===== src/common/gpp_defines.svh =====
`ifndef GPP_DEFINES_SVH
`define GPP_DEFINES_SVH
// Contract
// [RULE1] eight general pins, each set by software as input or output
// [RULE2] register bit n controls pin n, bit 7 pin 7 down to bit 0 pin 0
// [RULE3] direction bit one means input, zero output; resets to all ones
// [RULE4] interrupt enable acts only on input pins; enables reset to zero
// [RULE5] pin interrupts are edge detected; polarity set by inversion and level state
// [RULE6] requests of all enabled input pins are ORed into one port request
// [RULE7] the port request shows only in serial channel 0 interrupt status
// [RULE8] reading the level register clears the pending port interrupt
// [RULE9] level register read returns sampled state of input pins
// [RULE10] output pins drive the level bit, zero low, one high; level resets zero
// [RULE11] tristate bit zero drives output, one floats it; resets to zero
// [RULE12] inversion bit one inverts sampled input, zero passes it; resets zero
// [RULE13] timer route bit with pin 0 output drives timer interrupt onto pin 0
// [RULE14] inputs synchronised; active edge latches pending flag until level read
// [RULE15] reset returns all five port registers to defaults before driving pins

// ------------------------------------------------------------
// register byte offsets
// ------------------------------------------------------------
`define GPP_OFS_INT_EN  12'h000
`define GPP_OFS_LEVEL   12'h004
`define GPP_OFS_TRI     12'h008
`define GPP_OFS_INV     12'h00C
`define GPP_OFS_DIR     12'h010
`define GPP_OFS_TMR_CTL 12'h014
`define GPP_OFS_IRQ_STS 12'h018
`define GPP_OFS_IRQ_MSK 12'h01C

// ------------------------------------------------------------
// reset values and field positions
// ------------------------------------------------------------
`define GPP_RST_INT_EN  8'h00
`define GPP_RST_LEVEL   8'h00
`define GPP_RST_TRI     8'h00
`define GPP_RST_INV     8'h00
`define GPP_RST_DIR     8'hFF
`define GPP_RST_TMR_CTL 8'h00
`define GPP_RST_IRQ     2'h0
`define GPP_TMR_ROUTE_BIT 4
`define GPP_STS_CH0_BIT 0
`define GPP_SYNC_STAGES 2
`endif


===== src/common/gpp_pkg.sv =====
package gpp_pkg;
    typedef enum logic [3:0] {
        GPP_R_INT_EN,
        GPP_R_LEVEL,
        GPP_R_TRI,
        GPP_R_INV,
        GPP_R_DIR,
        GPP_R_TMR_CTL,
        GPP_R_IRQ_STS,
        GPP_R_IRQ_MSK,
        GPP_R_NONE
    } gpp_reg_t;

    typedef struct packed {
        logic [7:0] int_en;
        logic [7:0] level;
        logic [7:0] tri_st;
        logic [7:0] inv;
        logic [7:0] dir;
    } gpp_cfg_t;

    typedef struct packed {
        logic [7:0] out;
        logic [7:0] oe;
    } gpp_drive_t;
endpackage : gpp_pkg


===== src/rtl/gpp_port.sv =====
`include "gpp_defines.svh"

module gpp_port (
    input wire logic clk_sys_i,
    input wire logic reset_n_i,
    // apb slave
    input wire logic psel,
    input wire logic penable,
    input wire logic pwrite,
    input wire logic [11:0] paddr,
    input wire logic [31:0] pwdata,
    output logic [31:0] prdata,
    output logic pready,
    output logic pslverr,
    // pins
    input wire logic [7:0] gp_pins_i,
    output logic [7:0] gp_pins_o,
    output logic [7:0] gp_pins_oe_o,
    // timer interrupt from the timer block, same clock
    input wire logic timer_irq_i,
    // port request, the OR of the pending flags; a level read clears it, a status read does not
    output logic port_irq_ch0_o,
    output logic irq_o
);
    // ------------------------------------------------------------
    // address decode
    // ------------------------------------------------------------
    function automatic gpp_pkg::gpp_reg_t decode(input logic [11:0] addr);
        case (addr)
            `GPP_OFS_INT_EN: decode = gpp_pkg::GPP_R_INT_EN;
            `GPP_OFS_LEVEL: decode = gpp_pkg::GPP_R_LEVEL;
            `GPP_OFS_TRI: decode = gpp_pkg::GPP_R_TRI;
            `GPP_OFS_INV: decode = gpp_pkg::GPP_R_INV;
            `GPP_OFS_DIR: decode = gpp_pkg::GPP_R_DIR;
            `GPP_OFS_TMR_CTL: decode = gpp_pkg::GPP_R_TMR_CTL;
            `GPP_OFS_IRQ_STS: decode = gpp_pkg::GPP_R_IRQ_STS;
            `GPP_OFS_IRQ_MSK: decode = gpp_pkg::GPP_R_IRQ_MSK;
            default: decode = gpp_pkg::GPP_R_NONE;
        endcase
    endfunction : decode

    gpp_pkg::gpp_cfg_t cfg_q;
    gpp_pkg::gpp_drive_t drv_d;
    gpp_pkg::gpp_drive_t drv_q;
    logic [7:0] tmr_ctl_q;
    logic [1:0] sts_q;
    logic [1:0] msk_q;
    logic [7:0] pin_sync;
    logic [7:0] pin_adj;
    logic [7:0] adj_prev_q;
    logic [7:0] edge_hit;
    logic [7:0] pend_q;
    logic [7:0] level_rd;
    logic [31:0] rdata_d;
    logic [31:0] prdata_q;
    logic setup;
    logic access;
    logic wr_en;
    logic rd_en;
    gpp_pkg::gpp_reg_t sel_acc;

    assign setup = psel && !penable;
    assign access = psel && penable;
    assign sel_acc = decode(paddr);
    assign wr_en = access && pwrite;
    assign rd_en = access && !pwrite;

    // zero wait states: read data are captured in the setup cycle
    assign pready = 1'b1;
    assign pslverr = access && (decode(paddr) == gpp_pkg::GPP_R_NONE);
    assign prdata = prdata_q;

    // ------------------------------------------------------------
    // configuration registers
    // ------------------------------------------------------------
    always_ff @(posedge clk_sys_i or negedge reset_n_i) begin
        if (!reset_n_i) begin
            cfg_q.int_en <= `GPP_RST_INT_EN; // RULE4 RULE15
            cfg_q.level <= `GPP_RST_LEVEL; // RULE10 RULE15
            cfg_q.tri_st <= `GPP_RST_TRI; // RULE11 RULE15
            cfg_q.inv <= `GPP_RST_INV; // RULE12 RULE15
            cfg_q.dir <= `GPP_RST_DIR; // RULE3 RULE15
            tmr_ctl_q <= `GPP_RST_TMR_CTL;
            msk_q <= `GPP_RST_IRQ;
        end else if (wr_en) begin
            case (sel_acc)
                gpp_pkg::GPP_R_INT_EN: cfg_q.int_en <= pwdata[7:0];
                gpp_pkg::GPP_R_LEVEL: cfg_q.level <= pwdata[7:0];
                gpp_pkg::GPP_R_TRI: cfg_q.tri_st <= pwdata[7:0];
                gpp_pkg::GPP_R_INV: cfg_q.inv <= pwdata[7:0];
                gpp_pkg::GPP_R_DIR: cfg_q.dir <= pwdata[7:0];
                gpp_pkg::GPP_R_TMR_CTL: tmr_ctl_q <= {3'h0, pwdata[4:0]};
                gpp_pkg::GPP_R_IRQ_MSK: msk_q <= pwdata[1:0];
                default: ;
            endcase
        end
    end

    // ------------------------------------------------------------
    // input path and edge detection
    // ------------------------------------------------------------
    gpp_sync u_sync (
        .clk_sys_i(clk_sys_i),
        .reset_n_i(reset_n_i),
        .async_i(gp_pins_i),
        .sync_o(pin_sync)
    );

    generate
        for (genvar i = 0; i < 8; i++) begin : g_pin
            // bit i of each of the five port registers belongs to pin i
            assign pin_adj[i] = pin_sync[i] ^ cfg_q.inv[i]; // RULE12 RULE2 RULE1
            // active-going edge of the adjusted level; inversion picks polarity
            assign edge_hit[i] = pin_adj[i] && !adj_prev_q[i]
                                 && cfg_q.int_en[i] && cfg_q.dir[i]; // RULE5 RULE4
            // inputs return their sampled state, outputs the level bit
            assign level_rd[i] = cfg_q.dir[i] ? pin_adj[i] : cfg_q.level[i]; // RULE9
        end
    endgenerate

    always_ff @(posedge clk_sys_i or negedge reset_n_i) begin
        if (!reset_n_i) begin
            adj_prev_q <= 8'h00;
        end else begin
            adj_prev_q <= pin_adj;
        end
    end

    // a new edge in the clearing cycle survives the read
    always_ff @(posedge clk_sys_i or negedge reset_n_i) begin
        if (!reset_n_i) begin
            pend_q <= 8'h00;
        end else if (rd_en && sel_acc == gpp_pkg::GPP_R_LEVEL) begin
            pend_q <= edge_hit; // RULE8 RULE14
        end else begin
            pend_q <= pend_q | edge_hit; // RULE14
        end
    end

    assign port_irq_ch0_o = |pend_q; // RULE6 RULE7

    // ------------------------------------------------------------
    // interrupt status and mask
    // ------------------------------------------------------------
    // bit 0 flags the port request for channel 0; bit 1 (channel 1) never sets
    always_ff @(posedge clk_sys_i or negedge reset_n_i) begin
        if (!reset_n_i) begin
            sts_q <= `GPP_RST_IRQ;
        end else if (rd_en && sel_acc == gpp_pkg::GPP_R_IRQ_STS) begin
            sts_q <= {1'b0, |edge_hit};
        end else begin
            sts_q[`GPP_STS_CH0_BIT] <= sts_q[`GPP_STS_CH0_BIT] | (|edge_hit); // RULE7
        end
    end

    assign irq_o = |(sts_q & msk_q);

    // ------------------------------------------------------------
    // read data, taken at setup so it is stable in the access phase
    // ------------------------------------------------------------
    always_comb begin
        rdata_d = 32'h0000_0000;
        case (decode(paddr))
            gpp_pkg::GPP_R_INT_EN: rdata_d[7:0] = cfg_q.int_en;
            gpp_pkg::GPP_R_LEVEL: rdata_d[7:0] = level_rd;
            gpp_pkg::GPP_R_TRI: rdata_d[7:0] = cfg_q.tri_st;
            gpp_pkg::GPP_R_INV: rdata_d[7:0] = cfg_q.inv;
            gpp_pkg::GPP_R_DIR: rdata_d[7:0] = cfg_q.dir;
            gpp_pkg::GPP_R_TMR_CTL: rdata_d[7:0] = tmr_ctl_q;
            gpp_pkg::GPP_R_IRQ_STS: rdata_d[1:0] = sts_q;
            gpp_pkg::GPP_R_IRQ_MSK: rdata_d[1:0] = msk_q;
            default: rdata_d = 32'h0000_0000;
        endcase
    end

    always_ff @(posedge clk_sys_i or negedge reset_n_i) begin
        if (!reset_n_i) begin
            prdata_q <= 32'h0000_0000;
        end else if (setup && !pwrite) begin
            prdata_q <= rdata_d;
        end
    end

    // ------------------------------------------------------------
    // output drivers
    // ------------------------------------------------------------
    always_comb begin
        drv_d.out = cfg_q.level; // RULE10
        drv_d.oe = ~(cfg_q.dir | cfg_q.tri_st); // RULE3 RULE11
        if (tmr_ctl_q[`GPP_TMR_ROUTE_BIT] && !cfg_q.dir[0]) begin
            drv_d.out[0] = timer_irq_i; // RULE13
        end
    end

    // pins stay undriven through reset since drv_q resets oe to zero, and after it since the direction resets to input
    always_ff @(posedge clk_sys_i or negedge reset_n_i) begin
        if (!reset_n_i) begin
            drv_q <= {8'h00, 8'h00}; // RULE15
        end else begin
            drv_q <= drv_d;
        end
    end

    assign gp_pins_o = drv_q.out;
    assign gp_pins_oe_o = drv_q.oe;
endmodule : gpp_port


===== src/rtl/gpp_sync.sv =====
// two-flop synchroniser per pin; first stage feeds only the second
module gpp_sync (
    input wire logic clk_sys_i,
    input wire logic reset_n_i,
    input wire logic [7:0] async_i,
    output logic [7:0] sync_o
);
    logic [7:0] meta_q;

    always_ff @(posedge clk_sys_i or negedge reset_n_i) begin
        if (!reset_n_i) begin
            meta_q <= 8'h00;
            sync_o <= 8'h00;
        end else begin
            meta_q <= async_i;
            sync_o <= meta_q;
        end
    end
endmodule : gpp_sync


===== config.mk =====
export PLATFORM = sky130hd
export DESIGN_NAME = gpp_port
export DESIGN_NICKNAME = d
export VERILOG_FILES = /design/src/common/gpp_pkg.sv /design/src/rtl/gpp_port.sv /design/src/rtl/gpp_sync.sv
export VERILOG_INCLUDE_DIRS = /design/src /design/src/common
export SDC_FILE = /design/constraint.sdc
export NUM_CORES = 1
export LEC_CHECK = 0
export ABC_AREA = 1
export BUFFER_PORTS_ARGS = -buffer_cell sky130_fd_sc_hd__buf_2
export CAP_MARGIN = 20
export CORE_ASPECT_RATIO = 2
export CORE_MARGIN = 2
export CORE_UTILIZATION = 50
export CTS_BUF_LIST = sky130_fd_sc_hd__clkbuf_4 sky130_fd_sc_hd__clkbuf_8
export CTS_CLUSTER_DIAMETER = 50
export DETAILED_ROUTE_END_ITERATION = 7
export PLACE_DENSITY = 0.78
export SYNTH_ARGS = -nofsm -noshare
export SYNTH_HDL_FRONTEND = slang
export SYNTH_SLANG_ARGS = --single-unit

===== constraint.sdc =====
create_clock -name clk_sys_i -period 1.45 [get_ports clk_sys_i]
set_clock_uncertainty 0.2 [all_clocks]
set_input_delay 0.29 -clock clk_sys_i [delete_from_list [all_inputs] [get_ports clk_sys_i]]
set_output_delay 0.29 -clock clk_sys_i [all_outputs]
set_load 0.01 [all_outputs]

# Word level (Yosys, flattened, before mapping)
# Memory sizes are Yosys's and may differ from the RTL's.
# Cells that the tools add are included.
[classes]
eq_ne = 15
n_bitwise = 13
n_mux = 16
reduce_logical = 57
[op_table]
columns = ["operator", "n"]
rows = [
  ["6-bit one-hot mux with 6 select lines", 1],
  ["1-bit logical AND", 33],
  ["4-bit by 3-bit equality test with 1-bit output, second input constant", 8],
  ["4-bit by 2-bit equality test with 1-bit output, second input constant", 4],
  ["8-bit OR", 2],
  ["2-bit one-hot mux with 8 select lines", 1],
  ["8-bit OR reduction", 2],
  ["2-bit AND reduction", 7],
  ["4-bit 2-to-1 mux", 3],
  ["1-bit zero test", 11],
  ["1-bit 2-to-1 mux", 10],
  ["4-bit by 1-bit equality test with 1-bit output, second input constant", 2],
  ["4-bit zero test", 2],
  ["8-bit 2-to-1 mux", 1],
  ["8-bit inverter", 1],
  ["1-bit XOR", 8],
  ["7-bit zero test", 1],
  ["4-bit equality test, second input constant", 1],
  ["1-bit by 2-bit AND with 2-bit output", 1],
  ["2-bit OR reduction", 1],
  ["1-bit OR", 1],
]
[totals]
memories = 3
register_bits = 104
wordCells = 119
in_bits = 58
rom_bits = 384
out_inout_bits = 52
[mem_list]
columns = ["memory", "depth", "width", "read_ports", "rd_ports_with_merged_regs", "write_ports", "line_no", "rtl"]
rows = [
  ["(name not given)", 32, 4, 1, 0, 0, "gpp_port.sv:29", "case (addr)"],
  ["(name not given)", 32, 4, 1, 0, 0, "gpp_port.sv:29", ""],
  ["(name not given)", 32, 4, 1, 0, 0, "gpp_port.sv:29", ""],
]

# Longest topological paths before layout
[logic_depth]
ltp_word = 7
mapped_depth = 12
mapped_depth_nobuf = 12

# Modules after synthesis
# From an unflattened synthesis, not the netlist that was laid out.
[hier_totals]
hier_cells = 496
hier_area_um2 = 4694.5
[modules_own_cells]
columns = ["mod", "cells_per_inst", "n_inst", "area_each_um2", "seq_area_each_um2"]
rows = [
  ["gpp_port", 480, 1, 4294.1, 2212.1],
  ["gpp_sync", 16, 1, 400.4, 400.4],
]

# Worst setup path before layout
# Ideal clock, no wire load.
[synth_path]
kind = "input port to flip-flop"
start = "input paddr[10]"
end = "register pend_q[2]"
path_slack_ps = -179
arrival_time_ps = 1301
n_path_buf = 1
setup_ps = 128
cell_stages = 7
required_time_ps = 1122
cell_sequence = "nor2_2 > nand3_2 > nor3_4 > buf_6 > nand2_1 > nor2_4 > o21ai_0"
[synth_between]
elab_chain_cells = 5
[synth_lines]
columns = ["item", "line_no", "rtl"]
rows = [
  ["start: declaration", "gpp_port.sv:10", "input wire logic [11:0] paddr,"],
  ["7-bit zero test", "gpp_port.sv:29", ""],
  ["4-bit 2-to-1 mux", "gpp_port.sv:29", ""],
  ["4-bit by 1-bit equality test with 1-bit output", "gpp_port.sv:133", "end else if (rd_en && sel_acc == gpp_pkg::GPP_R_LEVEL) begin"],
  ["1-bit logical AND", "gpp_port.sv:133", ""],
  ["8-bit 2-to-1 mux", "gpp_port.sv:133", ""],
  ["end signal: assignment", "gpp_port.sv:134", "pend_q <= edge_hit;"],
  ["end signal: assignment", "gpp_port.sv:136", "pend_q <= pend_q | edge_hit;"],
  ["end: declaration", "gpp_port.sv:52", "logic [7:0] pend_q;"],
]
# No other way between the ends.
# A chain may end at the register's enable or synchronous reset.

# Worst setup path after layout
[layout_path]
start = "register pend_q[2]"
end = "output port_irq_ch0_o"
[layout_between]
elab_chain_cells = 1
[layout_lines]
columns = ["item", "line_no", "rtl"]
rows = [
  ["8-bit OR reduction", "gpp_port.sv:140", "assign port_irq_ch0_o = |pend_q;"],
  ["end: declaration", "gpp_port.sv:22", "output logic port_irq_ch0_o,"],
]
# No other way between the ends.

==> results.sh <==
export IMPL_status="finished with violations"
export IMPL_violations="negative setup slack"
export IMPL_die_x_um=71.7
export IMPL_cts_htree_levels=3
export IMPL_cts_root_buf="clkbuf_8"
export IMPL_power_density_nw_per_um2=846
export IMPL_report_final_slew_viol_count=0
export IMPL_avgRoutedWirePerCell_um=18.2
export IMPL_route_detailed_drc=0
export IMPL_dp_hpwl_um=7590
export IMPL_reg2reg_depth=7
export IMPL_fp_dieH_um=139
export IMPL_synth_top_area_share_pct=52.4
export IMPL_die_area_um2=10000
export IMPL_first_iter_violations=507
export IMPL_start_util_pct=51.2
export IMPL_grt_max_degree=50
export IMPL_fillers=633
export IMPL_synth_edff_count=0
export IMPL_synth_simple_area_share_pct=23.2
export IMPL_cts_buffers=9
export IMPL_cp_num_cells=3
export IMPL_synth_yosys_seq_area_share_pct=57.0
export IMPL_firstDrtPassIters=5
export IMPL_synth_compound_area_share_pct=7.89
export IMPL_cp_end_kind="output port"
export IMPL_grt_pass1_wl_um=17300
export IMPL_synth_top_family_by_area="simple AND/OR/NAND/NOR gates"
export IMPL_async_flop_share_pct=100
export IMPL_critPathBufInv=1
export IMPL_setup_ws_ps=-326
export IMPL_setup_viol=35
export IMPL_rows=49
export IMPL_worst_path_max_fanout=2
export IMPL_min_period_ps=1780
export IMPL_finalPower_uw=5250
export IMPL_ys_seq_elements=104
export IMPL_whs_path_depth=3
export IMPL_yosys_area_top_type="dfrtp_1"
export IMPL_crit_path_start_kind="flop"
export IMPL_dp_cells=676
export IMPL_avgSynthCellArea_um2=9.21
export IMPL_gp_congestion=0.951
export IMPL_synthMuxAreaShare_pct=0
export IMPL_setup_tns_ps=-1740
export IMPL_crit_family="flip-flops"
export IMPL_final_nets=679
export IMPL_fin_crit_sh_pct=122
export IMPL_critPathRequiredTime_ps=960
export IMPL_critical_path_cell_chain="nor4_2 > nand3_1 > buf_2"
export IMPL_p_leak_uw=0.00299
export IMPL_max_cap_violations=0
export IMPL_routed_wl_um=13200
export IMPL_drtAntennaViolNets=0
export IMPL_syn_area_um2=4580
export IMPL_synth_ff_type="dfrtp_1"
export IMPL_clock_sinks=104
export IMPL_ir_drop_uv=831
export IMPL_synth_cells=498
export IMPL_ys_warn_count=0
export IMPL_antenna_cells=0
export IMPL_synthTopCellsByArea="dfrtp_1 (52%), nand2_1 (9.6%), nand3_1 (5.5%)"
export IMPL_fmax_ghz=0.563
export IMPL_cts_tree="done"
export IMPL_grt_usage_pct=22.1
export IMPL_worstSetupPathType="reg -> out"
export IMPL_max_stage_delay_ps=400
export IMPL_stdcell_count=728
export IMPL_ios=110
export IMPL_synth_xor_area_share_pct=1.53
export IMPL_path_clk_slew_ps=100
export IMPL_via_per_inst=5.69
export IMPL_rsz0062_at_grt="yes"
export IMPL_hold_violations=0
export IMPL_cp_arrival_ps=1290
export IMPL_final_util_pct=69.4
export IMPL_antenna_found_initial=0
export IMPL_synthTopCellsByCount="nand2_1 (117), dfrtp_1 (96), nand3_1 (50)"
export IMPL_synth_fa_ha_area_share_pct=0
export IMPL_place_ws_ps=-414
export IMPL_cts_path_max_buffers=2
export IMPL_grt_overflow_total=0
export IMPL_synth_distinct_cells=29
export IMPL_drive_gt1_share_pct=36.9
export IMPL_portBuffers=60
export IMPL_num_vias=4140
export IMPL_clk_latency_ps=390
export IMPL_grt_pass1_vias=3688
export IMPL_hp_class="in -> reg"
export IMPL_coreArea_um2=8950
export IMPL_crit_path_top_delay_cell="dfrtp_1"
export IMPL_area_delta_synth_final_pct=35.5
export IMPL_synth_most_common_cell="nand2_1"
## per-layer routing
layer  track usage [%]  vias up  wire (um)
met1              26.2     1997       4440
met3              3.91       79       1030
met4              10.6        0        848
met5                 0        -          0
li1                  -     1813          -
met2              38.0      251       6900
## per-stage QoR
| step | area (um^2) | hold WS [ps] |
|---|---|---|
| 2_1_floorplan | 4750 | -206 |
| 3_3_place_gp | 5190 | -41.1 |
| 3_5_place_dp | 5190 | -42.1 |
| 4_1_cts | 5630 | 23.4 |
| 5_1_grt | 6210 | 52.7 |
| 6_report | 6210 | 33.8 |
## power by group
| part | internal [uW] | switching (uW) | total (uW) |
|---|---|---|---|
| sequential | 2940 | 17.8 | 2960 |
| clock | 966 | 977 | 1940 |
| combinational | 123 | 232 | 355 |
## registers in the layout, summed over array words and instances, names as in the netlist
name           cells
msk_q              2
pend_q             8
adj_prev_q         8
u_sync.meta_q      8
cfg_q             40
gp_pins_oe_o       8
tmr_ctl_q          5
gp_pins_o          8
sts_q              1
prdata             8
u_sync.sync_o      8
## cells in the final DEF (no fill, tap or decap), drive strengths merged, types with 10 or more instances in the layout
master,Yosys,final
conb,2,25
o21ai,69,70
nor2,33,33
nand3,55,58
dfrtp,96,96
dlygate4sd3,0,10
buf,35,107
nand4,11,11
inv,52,53
nand2,120,120
clkbuf,0,16
## cells by family after synthesis
kind of cell | Yosys count
AO/OA/AOI/OAI | 70
XOR/XNOR | 8
buffers and inverters | 88
flip-flops | 104
other | 2
AND/OR/NAND/NOR | 226
## tightest hold or removal path, stage by stage
cell,delay (ps)
buf_2,70
inv_1,80
o21ai_1,140
## timing repair
item / CTS / global route
pin swaps: 10 / 46
hold buffers: 10 / 0
setup buffers: 6 / 13
hold endpoints to repair: 106 / 0
cloned: 0 / 8
resized for setup: 20 / 96
setup endpoints to repair: 8 / 43
## path summary, 6_finish.rpt
kind	end	slack, ps	from
setup / recovery	port_irq_ch0_o	-330	pend_q[2]$_DFF_PN0_
hold / removal	cfg_q[22]$_DFFE_PN0P_	30	pwdata[6]
setup reg to reg	prdata[6]$_DFFE_PN0P_	-110	cfg_q[14]$_DFFE_PN0P_
hold reg to reg	u_sync.sync_o[0]$_DFF_PN0_	140	u_sync.meta_q[0]$_DFF_PN0_
max in group asynchronous	cfg_q[7]$_DFFE_PN1P_	380	reset_n_i
min in group asynchronous	cfg_q[18]$_DFFE_PN0P_	100	reset_n_i
## area by class of cell
cell class | count | area, um^2 | area share (%)
multi-input cells | 333 | 2050 | 33.0
well taps | 102 | 128 | 2.06
flip-flops and latches | 104 | 2610 | 42.1
inverters | 53 | 214 | 3.45
clock buffers | 13 | 173 | 2.78
clock inverters | 3 | 46.3 | 0.746
repair buffers | 120 | 990 | 15.9
Note: power is estimated with default switching activity, not from simulation.
